--- src/fpc_pkg.sv ---
// Constants and field layout for the flat-panel control register bank
// Function
// - Colour bit selects 8-bit colour STN interface
// - Enhanced bit selects enhanced colour STN timing
// - Strobe bit gives CRT-like line/frame pulses
// - CRT-disable and panel-enable bits gate outputs
// - Plasma width bit picks 8 or 4 bits
// - Gray-conversion bit applies alternative mono conversion
// - TV bit puts composite sync on hsync
// - Reverse bits invert text or graphic pixels
// - Two-bit field picks blink rate 1/16..1/128
// - Max contrast forces text foreground max, background min when foreground is brighter and the gray-conversion bit is clear
// - Attribute emulation maps RGBI to 16 grays
// - RGBI emulation gives 16 grays in graphics
// - Full-cursor bit forces full-height text cursor
// - Expansion bits per mode stretch vertical/horizontal
// - Narrow bit forces 8-dot character cell
// - Shadow bits enable line buffer, dual-scan only
// - External-buffer bit picks external or pseudo buffer
// - Extra-clock bits add one upper-panel line clock
// - Period register sets modulation toggle; zero per frame
// - Resolution bit picks 640 or 800 panel
// - Group bit picks 480 or 600 line timing
// - Equalizing bit inserts pulses into composite sync
package fpc_pkg;
   // Register indices as seen through the index port
   localparam logic [7:0] IDX_IFSEL  = 8'ha1;
   localparam logic [7:0] IDX_EMUL   = 8'ha2;
   localparam logic [7:0] IDX_EXPBUF = 8'ha3;
   localparam logic [7:0] IDX_ACPER  = 8'ha4;
   localparam logic [7:0] IDX_RESTIM = 8'ha5;
   localparam logic [7:0] IDX_SPARE  = 8'ha6;
   localparam int         NUM_REGS   = 6;
   // Reset values, slot 0 is the interface select register
   localparam logic [NUM_REGS-1:0][7:0] REG_RST = '{8'h00, 8'h00, 8'h00, 8'h00, 8'h00, 8'h00};
   // Interface select fields
   localparam int B_STN8    = 0;
   localparam int B_STNENH  = 1;
   localparam int B_TFTSYNC = 2;
   localparam int B_CRTOFF  = 3;
   localparam int B_PANELON = 4;
   localparam int B_PLASMA8 = 5;
   localparam int B_GRAYALT = 6;
   localparam int B_TVON    = 7;
   // Emulation control fields
   localparam int B_REVTXT  = 0;
   localparam int B_REVGFX  = 1;
   localparam int B_BLINK   = 2;
   localparam int B_MAXCON  = 4;
   localparam int B_ATTREM  = 5;
   localparam int B_RGBIEM  = 6;
   localparam int B_FULLCUR = 7;
   // Expansion and buffer fields
   localparam int B_VEXTXT  = 0;
   localparam int B_VEXGFX  = 1;
   localparam int B_DOT8    = 2;
   localparam int B_SHMONO  = 3;
   localparam int B_SHCOL   = 4;
   localparam int B_EXTBUF  = 5;
   localparam int B_XTRA244 = 6;
   localparam int B_XTRA242 = 7;
   // Resolution and timing fields
   localparam int B_RES800  = 0;
   localparam int B_GRP600  = 1;
   localparam int B_HEXTXT  = 2;
   localparam int B_HEXGFX  = 3;
   localparam int B_EQUAL   = 4;
   // Panel type codes from the first panel control register
   localparam logic [2:0] PT_DUAL_MONO  = 3'h0;
   localparam logic [2:0] PT_DUAL_COLOR = 3'h6;
   // Extended vertical timing selected by both misc output bits
   localparam logic [1:0] MISC_EXT_GRP  = 2'h3;
   // Gray extremes and blink counter base bit (1/16 of frames)
   localparam logic [3:0] GRAY_MAX   = 4'hf;
   localparam logic [3:0] GRAY_MIN   = 4'h0;
   localparam int         BLINK_BIT0 = 3;
   localparam logic [7:0] RD_UNMAPPED = 8'h00;
endpackage : fpc_pkg

--- src/fpc_mod_if.sv ---
// Interface between the register bank and the AC modulation generator
`timescale 1ns/1ps
`default_nettype none
interface fpc_mod_if;
   logic       line_pulse;   // One-cycle line pulse
   logic       frame_start;  // One-cycle frame start
   logic [7:0] period;       // Lines between phase changes
   logic       toggle;       // Modulation phase
   modport ctl (output line_pulse, output frame_start, output period, input toggle);
   modport gen (input line_pulse, input frame_start, input period, output toggle);
endinterface : fpc_mod_if
`default_nettype wire

--- src/fpc_ac_mod.sv ---
// AC modulation phase generator for the flat panel
`timescale 1ns/1ps
`default_nettype none
module fpc_ac_mod (
   // Clock and reset
   input  wire logic clock,
   input  wire logic rst,
   // Modulation link
   fpc_mod_if.gen    m
);
   logic [7:0] cnt_r;      // Line pulses since last phase change
   logic [7:0] cnt_nxt;
   logic       tog_r;      // Phase flop
   logic       per_zero;   // Zero period means once per frame
   logic       cnt_done;   // Programmed line count reached
   logic       flip;       // Phase change this cycle

   assign per_zero = (m.period == 8'h00);
   assign cnt_done = m.line_pulse && ((cnt_r + 8'h01) >= m.period);
   assign flip     = per_zero ? m.frame_start : cnt_done;
   assign cnt_nxt  = (per_zero || cnt_done) ? 8'h00 :
                     (m.line_pulse ? cnt_r + 8'h01 : cnt_r);
   assign m.toggle = tog_r;

   // Count lines and flip the phase; counter restarts on each flip
   always_ff @(posedge clock or posedge rst) begin
      if (rst) begin
         cnt_r <= 8'h00;
         tog_r <= 1'b0;
      end else begin
         cnt_r <= cnt_nxt;
         tog_r <= tog_r ^ flip;
      end
   end
endmodule : fpc_ac_mod
`default_nettype wire

--- src/fpc_panel_regs.sv ---
// Flat-panel control register bank with its panel-side controls
`timescale 1ns/1ps
`default_nettype none
module fpc_panel_regs (
   // Clock and reset
   input  wire logic       clock,
   input  wire logic       rst,
   // Indexed host port, same clock
   input  wire logic       host_data_sel,
   input  wire logic       host_wr,
   input  wire logic       host_rd,
   input  wire logic [7:0] host_wdata,
   input  wire logic       regs_unlocked,
   output logic      [7:0] host_rdata,
   // Display timing from the CRT controller
   input  wire logic       line_pulse_in,
   input  wire logic       frame_start_in,
   input  wire logic       hsync_in,
   input  wire logic       vsync_in,
   input  wire logic       equalize_in,
   input  wire logic       upper_frame_end,
   // Mode context
   input  wire logic [2:0] panel_type,
   input  wire logic [1:0] misc_output_reg,
   input  wire logic       ext_vtiming_en,
   input  wire logic       text_mode,
   // Pixel and attribute data
   input  wire logic [3:0] palette_gray,
   input  wire logic [3:0] rgbi_in,
   input  wire logic [3:0] fg_gray,
   input  wire logic [3:0] bg_gray,
   // Panel interface controls
   output logic            stn8_color,
   output logic            stn_enh_timing,
   output logic            crt_enable,
   output logic            panel_enable,
   output logic            plasma_8bit,
   output logic            gray_conv_alt,
   output logic            tv_enable,
   // Panel strobes
   output logic            hsync_out,
   output logic            line_pulse,
   output logic            frame_start_marker,
   output logic            panel_line_clock,
   output logic            ac_drive_toggle,
   // Display shaping
   output logic            blink_phase,
   output logic            full_cursor,
   output logic            vexpand,
   output logic            hexpand,
   output logic            char_8dot,
   output logic            panel_800,
   output logic            ext_group_480,
   output logic            ext_group_600,
   // Frame buffer mode
   output logic            shadow_mono,
   output logic            shadow_color,
   output logic            ext_fbuf,
   output logic            pseudo_fbuf,
   // Pixel results
   output logic      [3:0] pixel_out,
   output logic      [3:0] fg_out,
   output logic      [3:0] bg_out
);
   // Register storage, slot 0 holds index 0xa1
   localparam int NUM_REGS_W = fpc_pkg::NUM_REGS;
   logic [NUM_REGS_W-1:0][7:0] regs_r;
   logic [7:0] idx_r;          // Index port contents
   logic [7:0] rdata_r;        // Read data flop
   logic [7:0] slot_full;      // Index minus base
   logic [2:0] slot;           // Register slot
   logic       idx_hit;        // Index falls in this bank
   logic       idx_wr;         // Index port write
   logic       data_wr;        // Accepted data port write
   logic [7:0] rd_sel;         // Data port read value
   logic [7:0] r_if;           // Named views of the bank
   logic [7:0] r_em;
   logic [7:0] r_xb;
   logic [7:0] r_rt;

   // Host decode
   assign slot_full = idx_r - fpc_pkg::IDX_IFSEL;
   assign slot      = slot_full[2:0];
   assign idx_hit   = (idx_r >= fpc_pkg::IDX_IFSEL) && (idx_r <= fpc_pkg::IDX_SPARE);
   assign idx_wr    = host_wr && !host_data_sel;
   // Locked bank drops data writes silently
   assign data_wr   = host_wr && host_data_sel && idx_hit && regs_unlocked;
   assign rd_sel    = idx_hit ? regs_r[slot] : fpc_pkg::RD_UNMAPPED;
   assign r_if      = regs_r[0];
   assign r_em      = regs_r[1];
   assign r_xb      = regs_r[2];
   assign r_rt      = regs_r[4];

   // Index register
   always_ff @(posedge clock or posedge rst) begin
      if (rst) begin
         idx_r <= 8'h00;
      end else if (idx_wr) begin
         idx_r <= host_wdata;
      end
   end

   // One flop per register, written through the data port
   genvar gi;
   generate
      for (gi = 0; gi < NUM_REGS_W; gi++) begin : g_reg
         always_ff @(posedge clock or posedge rst) begin
            if (rst) begin
               regs_r[gi] <= fpc_pkg::REG_RST[gi];
            end else if (data_wr && (slot == 3'(gi))) begin
               regs_r[gi] <= host_wdata;
            end
         end
      end
   endgenerate

   // Read data registered; index port reads back the index
   always_ff @(posedge clock or posedge rst) begin
      if (rst) begin
         rdata_r <= 8'h00;
      end else if (host_rd) begin
         rdata_r <= host_data_sel ? rd_sel : idx_r;
      end
   end
   assign host_rdata = rdata_r;

   // Panel strobe selection
   logic tft_sync;     // CRT-like strobes requested
   logic lp_sel;       // Chosen line pulse
   logic fm_sel;       // Chosen frame marker
   logic csync;        // Composite sync
   logic hs_sel;       // Hsync pin source
   logic extra_en;     // Any extra line clock requested
   logic extra_pend_r; // Extra clock follows the upper frame

   assign tft_sync = r_if[fpc_pkg::B_TFTSYNC];
   // TFT strobes shaped like CRT sync
   assign lp_sel   = tft_sync ? hsync_in : line_pulse_in;
   assign fm_sel   = tft_sync ? vsync_in : frame_start_in;
   // Equalizing pulses replace hsync while vsync is active
   assign csync    = vsync_in ? (r_rt[fpc_pkg::B_EQUAL] ? ~equalize_in : 1'b1)
                              : hsync_in;
   assign hs_sel   = r_if[fpc_pkg::B_TVON] ? csync : hsync_in;
   assign extra_en = r_xb[fpc_pkg::B_XTRA244] || r_xb[fpc_pkg::B_XTRA242];

   // Strobe flops; extra clock lands two cycles after the frame end
   always_ff @(posedge clock or posedge rst) begin
      if (rst) begin
         extra_pend_r       <= 1'b0;
         line_pulse         <= 1'b0;
         frame_start_marker <= 1'b0;
         panel_line_clock   <= 1'b0;
         hsync_out          <= 1'b0;
      end else begin
         extra_pend_r       <= upper_frame_end && extra_en;
         line_pulse         <= lp_sel;
         frame_start_marker <= fm_sel;
         panel_line_clock   <= lp_sel || extra_pend_r;
         hsync_out          <= hs_sel;
      end
   end

   // AC modulation generator shares the raw line pulse
   fpc_mod_if mod_link ();
   assign mod_link.line_pulse  = line_pulse_in;
   assign mod_link.frame_start = frame_start_in;
   assign mod_link.period      = regs_r[3];
   assign ac_drive_toggle      = mod_link.toggle;

   fpc_ac_mod u_ac_mod (
      .clock (clock),
      .rst   (rst),
      .m     (mod_link.gen)
   );

   // Blink phase from a free frame counter
   logic [6:0] frm_cnt_r;    // Frames seen
   logic [1:0] blink_sel;    // Rate field
   logic [6:0] blink_shift;  // Counter scaled by rate
   logic       blink_nxt;

   assign blink_sel   = r_em[fpc_pkg::B_BLINK +: 2];
   // Each step of the field doubles the blink period
   assign blink_shift = frm_cnt_r >> blink_sel;
   assign blink_nxt   = blink_shift[fpc_pkg::BLINK_BIT0];

   always_ff @(posedge clock or posedge rst) begin
      if (rst) begin
         frm_cnt_r   <= 7'h00;
         blink_phase <= 1'b0;
      end else begin
         if (frame_start_in) begin
            frm_cnt_r <= frm_cnt_r + 7'h01;
         end
         blink_phase <= blink_nxt;
      end
   end

   // Gray path selection
   logic       gray_bypass; // Skip gray palette
   logic       rev_on;      // Reverse video active
   logic [3:0] gray_src;
   logic [3:0] gray_fin;
   logic       con_force;   // Contrast override applies
   logic       vgrp_valid;  // Extended group chosen by this bank
   logic       dual_color;
   logic       dual_mono;

   // Emulation bypasses the palette; RGBI packs as a gray code
   assign gray_bypass = text_mode ? r_em[fpc_pkg::B_ATTREM]
                                  : r_em[fpc_pkg::B_RGBIEM];
   assign gray_src    = gray_bypass ? {rgbi_in[3], rgbi_in[1], rgbi_in[2], rgbi_in[0]}
                                    : palette_gray;
   assign rev_on      = text_mode ? r_em[fpc_pkg::B_REVTXT] : r_em[fpc_pkg::B_REVGFX];
   assign gray_fin    = rev_on ? ~gray_src : gray_src;
   // Alternative gray conversion disables the contrast override
   assign con_force   = text_mode && r_em[fpc_pkg::B_MAXCON] && !r_if[fpc_pkg::B_GRAYALT]
                        && (fg_gray > bg_gray);
   assign vgrp_valid  = ext_vtiming_en && (misc_output_reg == fpc_pkg::MISC_EXT_GRP);
   assign dual_color  = (panel_type == fpc_pkg::PT_DUAL_COLOR);
   assign dual_mono   = (panel_type == fpc_pkg::PT_DUAL_MONO);

   // Pixel result flops
   always_ff @(posedge clock or posedge rst) begin
      if (rst) begin
         pixel_out <= 4'h0;
         fg_out    <= 4'h0;
         bg_out    <= 4'h0;
      end else begin
         pixel_out <= gray_fin;
         fg_out    <= con_force ? fpc_pkg::GRAY_MAX : fg_gray;
         bg_out    <= con_force ? fpc_pkg::GRAY_MIN : bg_gray;
      end
   end

   // Control outputs, registered so the pins never glitch
   always_ff @(posedge clock or posedge rst) begin
      if (rst) begin
         stn8_color     <= 1'b0;
         stn_enh_timing <= 1'b0;
         crt_enable     <= 1'b1;
         panel_enable   <= 1'b0;
         plasma_8bit    <= 1'b0;
         gray_conv_alt  <= 1'b0;
         tv_enable      <= 1'b0;
         full_cursor    <= 1'b0;
         vexpand        <= 1'b0;
         hexpand        <= 1'b0;
         char_8dot      <= 1'b0;
         panel_800      <= 1'b0;
         ext_group_480  <= 1'b0;
         ext_group_600  <= 1'b0;
         shadow_mono    <= 1'b0;
         shadow_color   <= 1'b0;
         ext_fbuf       <= 1'b0;
         pseudo_fbuf    <= 1'b0;
      end else begin
         stn8_color     <= r_if[fpc_pkg::B_STN8];
         stn_enh_timing <= r_if[fpc_pkg::B_STNENH];
         crt_enable     <= !r_if[fpc_pkg::B_CRTOFF];
         panel_enable   <= r_if[fpc_pkg::B_PANELON];
         plasma_8bit    <= r_if[fpc_pkg::B_PLASMA8];
         gray_conv_alt  <= r_if[fpc_pkg::B_GRAYALT];
         tv_enable      <= r_if[fpc_pkg::B_TVON];
         full_cursor    <= r_em[fpc_pkg::B_FULLCUR];
         vexpand        <= text_mode ? r_xb[fpc_pkg::B_VEXTXT] : r_xb[fpc_pkg::B_VEXGFX];
         hexpand        <= text_mode ? r_rt[fpc_pkg::B_HEXTXT] : r_rt[fpc_pkg::B_HEXGFX];
         char_8dot      <= r_xb[fpc_pkg::B_DOT8];
         panel_800      <= r_rt[fpc_pkg::B_RES800];
         ext_group_480  <= vgrp_valid && !r_rt[fpc_pkg::B_GRP600];
         ext_group_600  <= vgrp_valid && r_rt[fpc_pkg::B_GRP600];
         // Buffer modes only mean something on dual-scan panels
         shadow_mono    <= dual_mono && r_xb[fpc_pkg::B_SHMONO];
         shadow_color   <= dual_color && r_xb[fpc_pkg::B_SHCOL];
         ext_fbuf       <= dual_color && r_xb[fpc_pkg::B_EXTBUF];
         pseudo_fbuf    <= dual_color && !r_xb[fpc_pkg::B_EXTBUF];
      end
   end
endmodule : fpc_panel_regs
`default_nettype wire

--- config.mk ---
export PLATFORM = sky130hd
export DESIGN_NAME = fpc_panel_regs
export DESIGN_NICKNAME = d
export VERILOG_FILES = /design/src/fpc_pkg.sv /design/src/fpc_mod_if.sv /design/src/fpc_ac_mod.sv /design/src/fpc_panel_regs.sv
export SDC_FILE = /design/constraint.sdc
export NUM_CORES = 1
export LEC_CHECK = 0
export ABC_AREA = 1
export BUFFER_PORTS_ARGS = -buffer_cell sky130_fd_sc_hd__clkbuf_2
export CORE_ASPECT_RATIO = 1.1
export CORE_MARGIN = 2
export CORE_UTILIZATION = 50
export DETAILED_ROUTE_END_ITERATION = 16
export GPL_TIMING_DRIVEN = 0
export PLACE_DENSITY = 0.71
export SETUP_SLACK_MARGIN = 0.05
export SKIP_LAST_GASP = 1
export SYNTH_ARGS = -nofsm -noshare
export SYNTH_HDL_FRONTEND = slang
export SYNTH_SLANG_ARGS = --single-unit
--- constraint.sdc ---
create_clock -name clock -period 3.28 [get_ports clock]
set_clock_uncertainty 0.1 [all_clocks]
set_input_delay 0.164 -clock clock [delete_from_list [all_inputs] [get_ports clock]]
set_output_delay 0.164 -clock clock [all_outputs]
set_load 0.01 [all_outputs]
==> results.md <==
- Number of gates resized after CTS: 0
- Clk sink count: 116
- Longest Clk Path Bufs: 2
- Clock transition at the registers of the reported paths: 0.05 ns
- Total Die Area: 12030 sq um
- Synth Flop Type: sky130_fd_sc_hd__dfrtp_1
- Number of iterations in the first detailed-routing pass: 5
- CP required: 3.53 ns
- Vias post-DR: 4750
- Critical Path Fanout Max: 8
- Count of state elements after synthesis: 116
- Post-synthesis to final-layout area growth: 25.72%
- Input/output buffers: 84
- Outcome: finished clean
- Sequential cell area: 2904 sq um
- Share of flip-flops with an asynchronous set or reset: 100.0%
- Vias per Instance: 5.191
- Final TNS setup: 0 ns
- Hold buffer count at CTS: 26
- Worst hold stages: 4
- Vias in the first global route: 4762
- Critical path launch point: u_ac_mod.cnt_r[0]
- DRC violations left: 0
- Path depth of the worst reg2reg path: 14
- Number of enable-type register cells in the synthesized netlist: 0
- Largest net degree at the start of global routing: 44
- Share of post-route cells with drive strength above 1: 22.92%
- Clock tree from TritonCTS: yes
- Yosys warns: 0
- Hold path startpoint: line_pulse_in
- ANT cells: 0
- Min-Delay Path Class: in -> reg
- Sequential-to-total area share from yosys stat: 51.99%
- Top cells by instance count after synthesis: sky130_fd_sc_hd__nand2_1, sky130_fd_sc_hd__dfrtp_1, sky130_fd_sc_hd__inv_1
- Cell types with the largest area share after synthesis: sky130_fd_sc_hd__dfrtp_1, sky130_fd_sc_hd__nand2_1, sky130_fd_sc_hd__ha_1
- Latest clock arrival within the worst-skew pair: 0.41 ns
- Post-synthesis cell area: 5585 sq um
- Worst Tran Pin Value: 0.9254 ns
- Ratio of final minimum period to clock period: 84.09%
- Setup WS post-layout: 0.5218 ns
- Highest Clock Rate: 362.6 MHz
- Worst R2R End: u_ac_mod.cnt_r[3]
- Final count of negative-setup-slack endpoints: 0
- HPWL after detailed placement: 9551 um
- Post-Synthesis Mean Instance Area: 8.922 sq um
- Top-level I/O count: 87
- Cell taking the most area after synthesis: sky130_fd_sc_hd__dfrtp_1
- Sum of overflow across all layers after global routing: 0
- Worst max-slew margin expressed relative to the limit: 38.18%
- Initial core utilization: 51.19%
- Avg WL per Cell: 15.22 um
- Rows: 40
- Die extent in y: 114.9 um
- Multi-input gate area in the final layout: 2318 sq um
- Post-Place Worst Slack: 0.6486 ns
- Number of DRC markers after the initial detailed-route iteration: 269
- RSZ-0062 raised after global routing: no
- Global-route wire length before repair: 22850 um
- Static power due to leakage: 3.532 nW
- Die width: 104.8 um
- Distinct cell type count of the synthesized netlist: 40
- End of the worst hold path: u_ac_mod.cnt_r[0]
- Final routed wirelength across all metal layers: 13930 um
- Design Power: 3.909 mW
- Arrival time reported for the critical path endpoint: 3.00 ns
- Critical path startpoint category: register
- Hold violation count in the final report: 0
- H-tree Lvls: 4
- Crit Path Category: reg -> reg
- Total number of nets in the final design: 819
- Cell count after synthesis: 626
- Final critical-path required period: 2.758 ns
- Post-route core utilization: 64.36%
- # fillers: 939
- Fraction of post-synthesis cell area in the top cell type by area: 51.52%
- Placeable core area: 10910 sq um
- R2R Path Start: u_ac_mod.cnt_r[0]
- Syn Nets: 688
- Max-capacitance violation count: 0
- Power density of the placed cells: 556.7 nW/um^2
- Final count of pins violating max slew: 0
- Root buf cell: sky130_fd_sc_hd__clkbuf_16
- Crit path capture type: register
- Most common cell in the synthesized netlist: sky130_fd_sc_hd__nand2_1
- TritonCTS buffer count: 17
- Total setup buffers inserted after CTS: 0
- Gr usage total: 24.28%
- Antenna violations before repair: 0
- Last weighted congestion value of the routability-driven placer: 0.9389
- Antenna Violating Nets Remaining: 0
- Setup slack on the worst flop-to-flop path: 0.52 ns
- Maximum resistive drop on vdd: 0.3452 mV
==> through the flow <==
stage                     cells  area (sq um)  hold WS [ns]
final                       915          7022       0.01858
after global routing        915          7022       0.03000
after CTS                   915          7022      0.005481
after detailed placement    859          6233        0.2519
after global placement      857          6193        0.2372
after floorplan             626          5589        0.1336
==> report_power, final <==
group | total [mW] | internal [mW] | switching, mW
clock network | 1.64 | 1.01 | 0.629
logic | 0.653 | 0.236 | 0.417
registers | 1.62 | 1.54 | 0.0808
==> sequential cells by signal (all words and copies together) (netlist names), 4 cells and up <==
register / flops
regs_r: 8
fg_out: 4
bg_out: 4
frm_cnt_r: 7
idx_r: 8
r_em: 8
r_xb: 8
host_rdata: 8
mod_link.period: 8
r_if: 8
pixel_out: 4
u_ac_mod.cnt_r: 8
r_rt: 8
==> cell type report <==
class                   instances  area share [%]
clock buffers                  21           6.700
clock inverters                 9          0.8197
multi-input cells             427           33.02
repair buffers                112           10.26
plain buffers                  17           1.639
well taps                     147           2.619
flip-flops and latches        116           41.36
inverters                      66           3.582
==> cell families after synthesis <==
family | share of synthesized area, %
multiplexers | 0.7840
flip-flops | 51.99
buffers and inverters | 6.496
AND/OR/NAND/NOR | 22.20
XOR/XNOR | 2.330
adder cells (fa/ha/maj) | 4.256
AO/OA/AOI/OAI | 11.94
==> cell usage in the layout, fill, tap and decap left out, types with 2 or more instances in the layout <==
cell type	netlist	layout
sky130_fd_sc_hd__nand2_2	4	4
sky130_fd_sc_hd__inv_2	5	5
sky130_fd_sc_hd__clkbuf_1	4	5
sky130_fd_sc_hd__clkbuf_16	0	17
sky130_fd_sc_hd__buf_1	2	2
sky130_fd_sc_hd__nand2_1	175	175
sky130_fd_sc_hd__nor3_1	3	3
sky130_fd_sc_hd__xor2_1	10	10
sky130_fd_sc_hd__ha_1	19	19
sky130_fd_sc_hd__clkbuf_8	0	3
sky130_fd_sc_hd__nand4_1	8	8
sky130_fd_sc_hd__xnor2_1	3	3
sky130_fd_sc_hd__nand3_4	4	4
sky130_fd_sc_hd__nand3b_2	2	2
sky130_fd_sc_hd__clkinv_2	0	5
sky130_fd_sc_hd__nor2_4	2	2
sky130_fd_sc_hd__nand3b_1	2	2
sky130_fd_sc_hd__buf_2	5	5
sky130_fd_sc_hd__mux2_2	3	3
sky130_fd_sc_hd__nor2_1	40	40
sky130_fd_sc_hd__dfrtp_1	115	115
sky130_fd_sc_hd__a21oi_1	26	26
sky130_fd_sc_hd__clkinvlp_4	0	3
sky130_fd_sc_hd__clkinv_4	0	2
sky130_fd_sc_hd__nand3_1	31	31
sky130_fd_sc_hd__o21ai_2	23	23
sky130_fd_sc_hd__buf_6	6	6
sky130_fd_sc_hd__dlygate4sd3_1	0	26
sky130_fd_sc_hd__inv_1	60	59
sky130_fd_sc_hd__o21ai_1	27	27
sky130_fd_sc_hd__buf_12	0	2
sky130_fd_sc_hd__o21ai_0	32	32
sky130_fd_sc_hd__clkbuf_2	0	84
==> critical path, cell delays in order (launching register included) <==
cell	delay, ns
sky130_fd_sc_hd__dfrtp_1	0.44
sky130_fd_sc_hd__ha_1	0.22
sky130_fd_sc_hd__nand3_1	0.14
sky130_fd_sc_hd__nor2_1	0.18
sky130_fd_sc_hd__nand2_1	0.08
sky130_fd_sc_hd__nand2_1	0.06
sky130_fd_sc_hd__nand2_1	0.06
sky130_fd_sc_hd__ha_1	0.28
sky130_fd_sc_hd__nand2_1	0.10
sky130_fd_sc_hd__inv_1	0.07
sky130_fd_sc_hd__a21oi_1	0.14
sky130_fd_sc_hd__o21ai_0	0.12
sky130_fd_sc_hd__nor2_1	0.43
sky130_fd_sc_hd__nand4_1	0.18
sky130_fd_sc_hd__nand2_1	0.09
==> metal layers <==
layer  global-route usage (%)  wire (um)  vias to the layer above  part of all wire [%]
li1                         -          -                     2294                     -
met1                    30.42       5969                     2254                    43
met2                    41.08       6902                      169                    50
met3                    4.705        688                       33                   4.9
met4                    11.20        365                        0                   2.6
met5                        0          0                        -                     0
==> worst max-delay path by stage <==
stage	slack, ns	end	depth (start not counted)
5_1_grt	0.31	u_ac_mod.cnt_r[5]	14
2_1_floorplan	1.11	u_ac_mod.cnt_r[0]	14
3_3_place_gp	0.74	host_rdata[3]	9
6_report	0.52	u_ac_mod.cnt_r[3]	14
4_1_cts	0.62	u_ac_mod.cnt_r[2]	14
3_5_place_dp	0.65	host_rdata[1]	9
No activity file was read; power rests on OpenSTA's default activity.
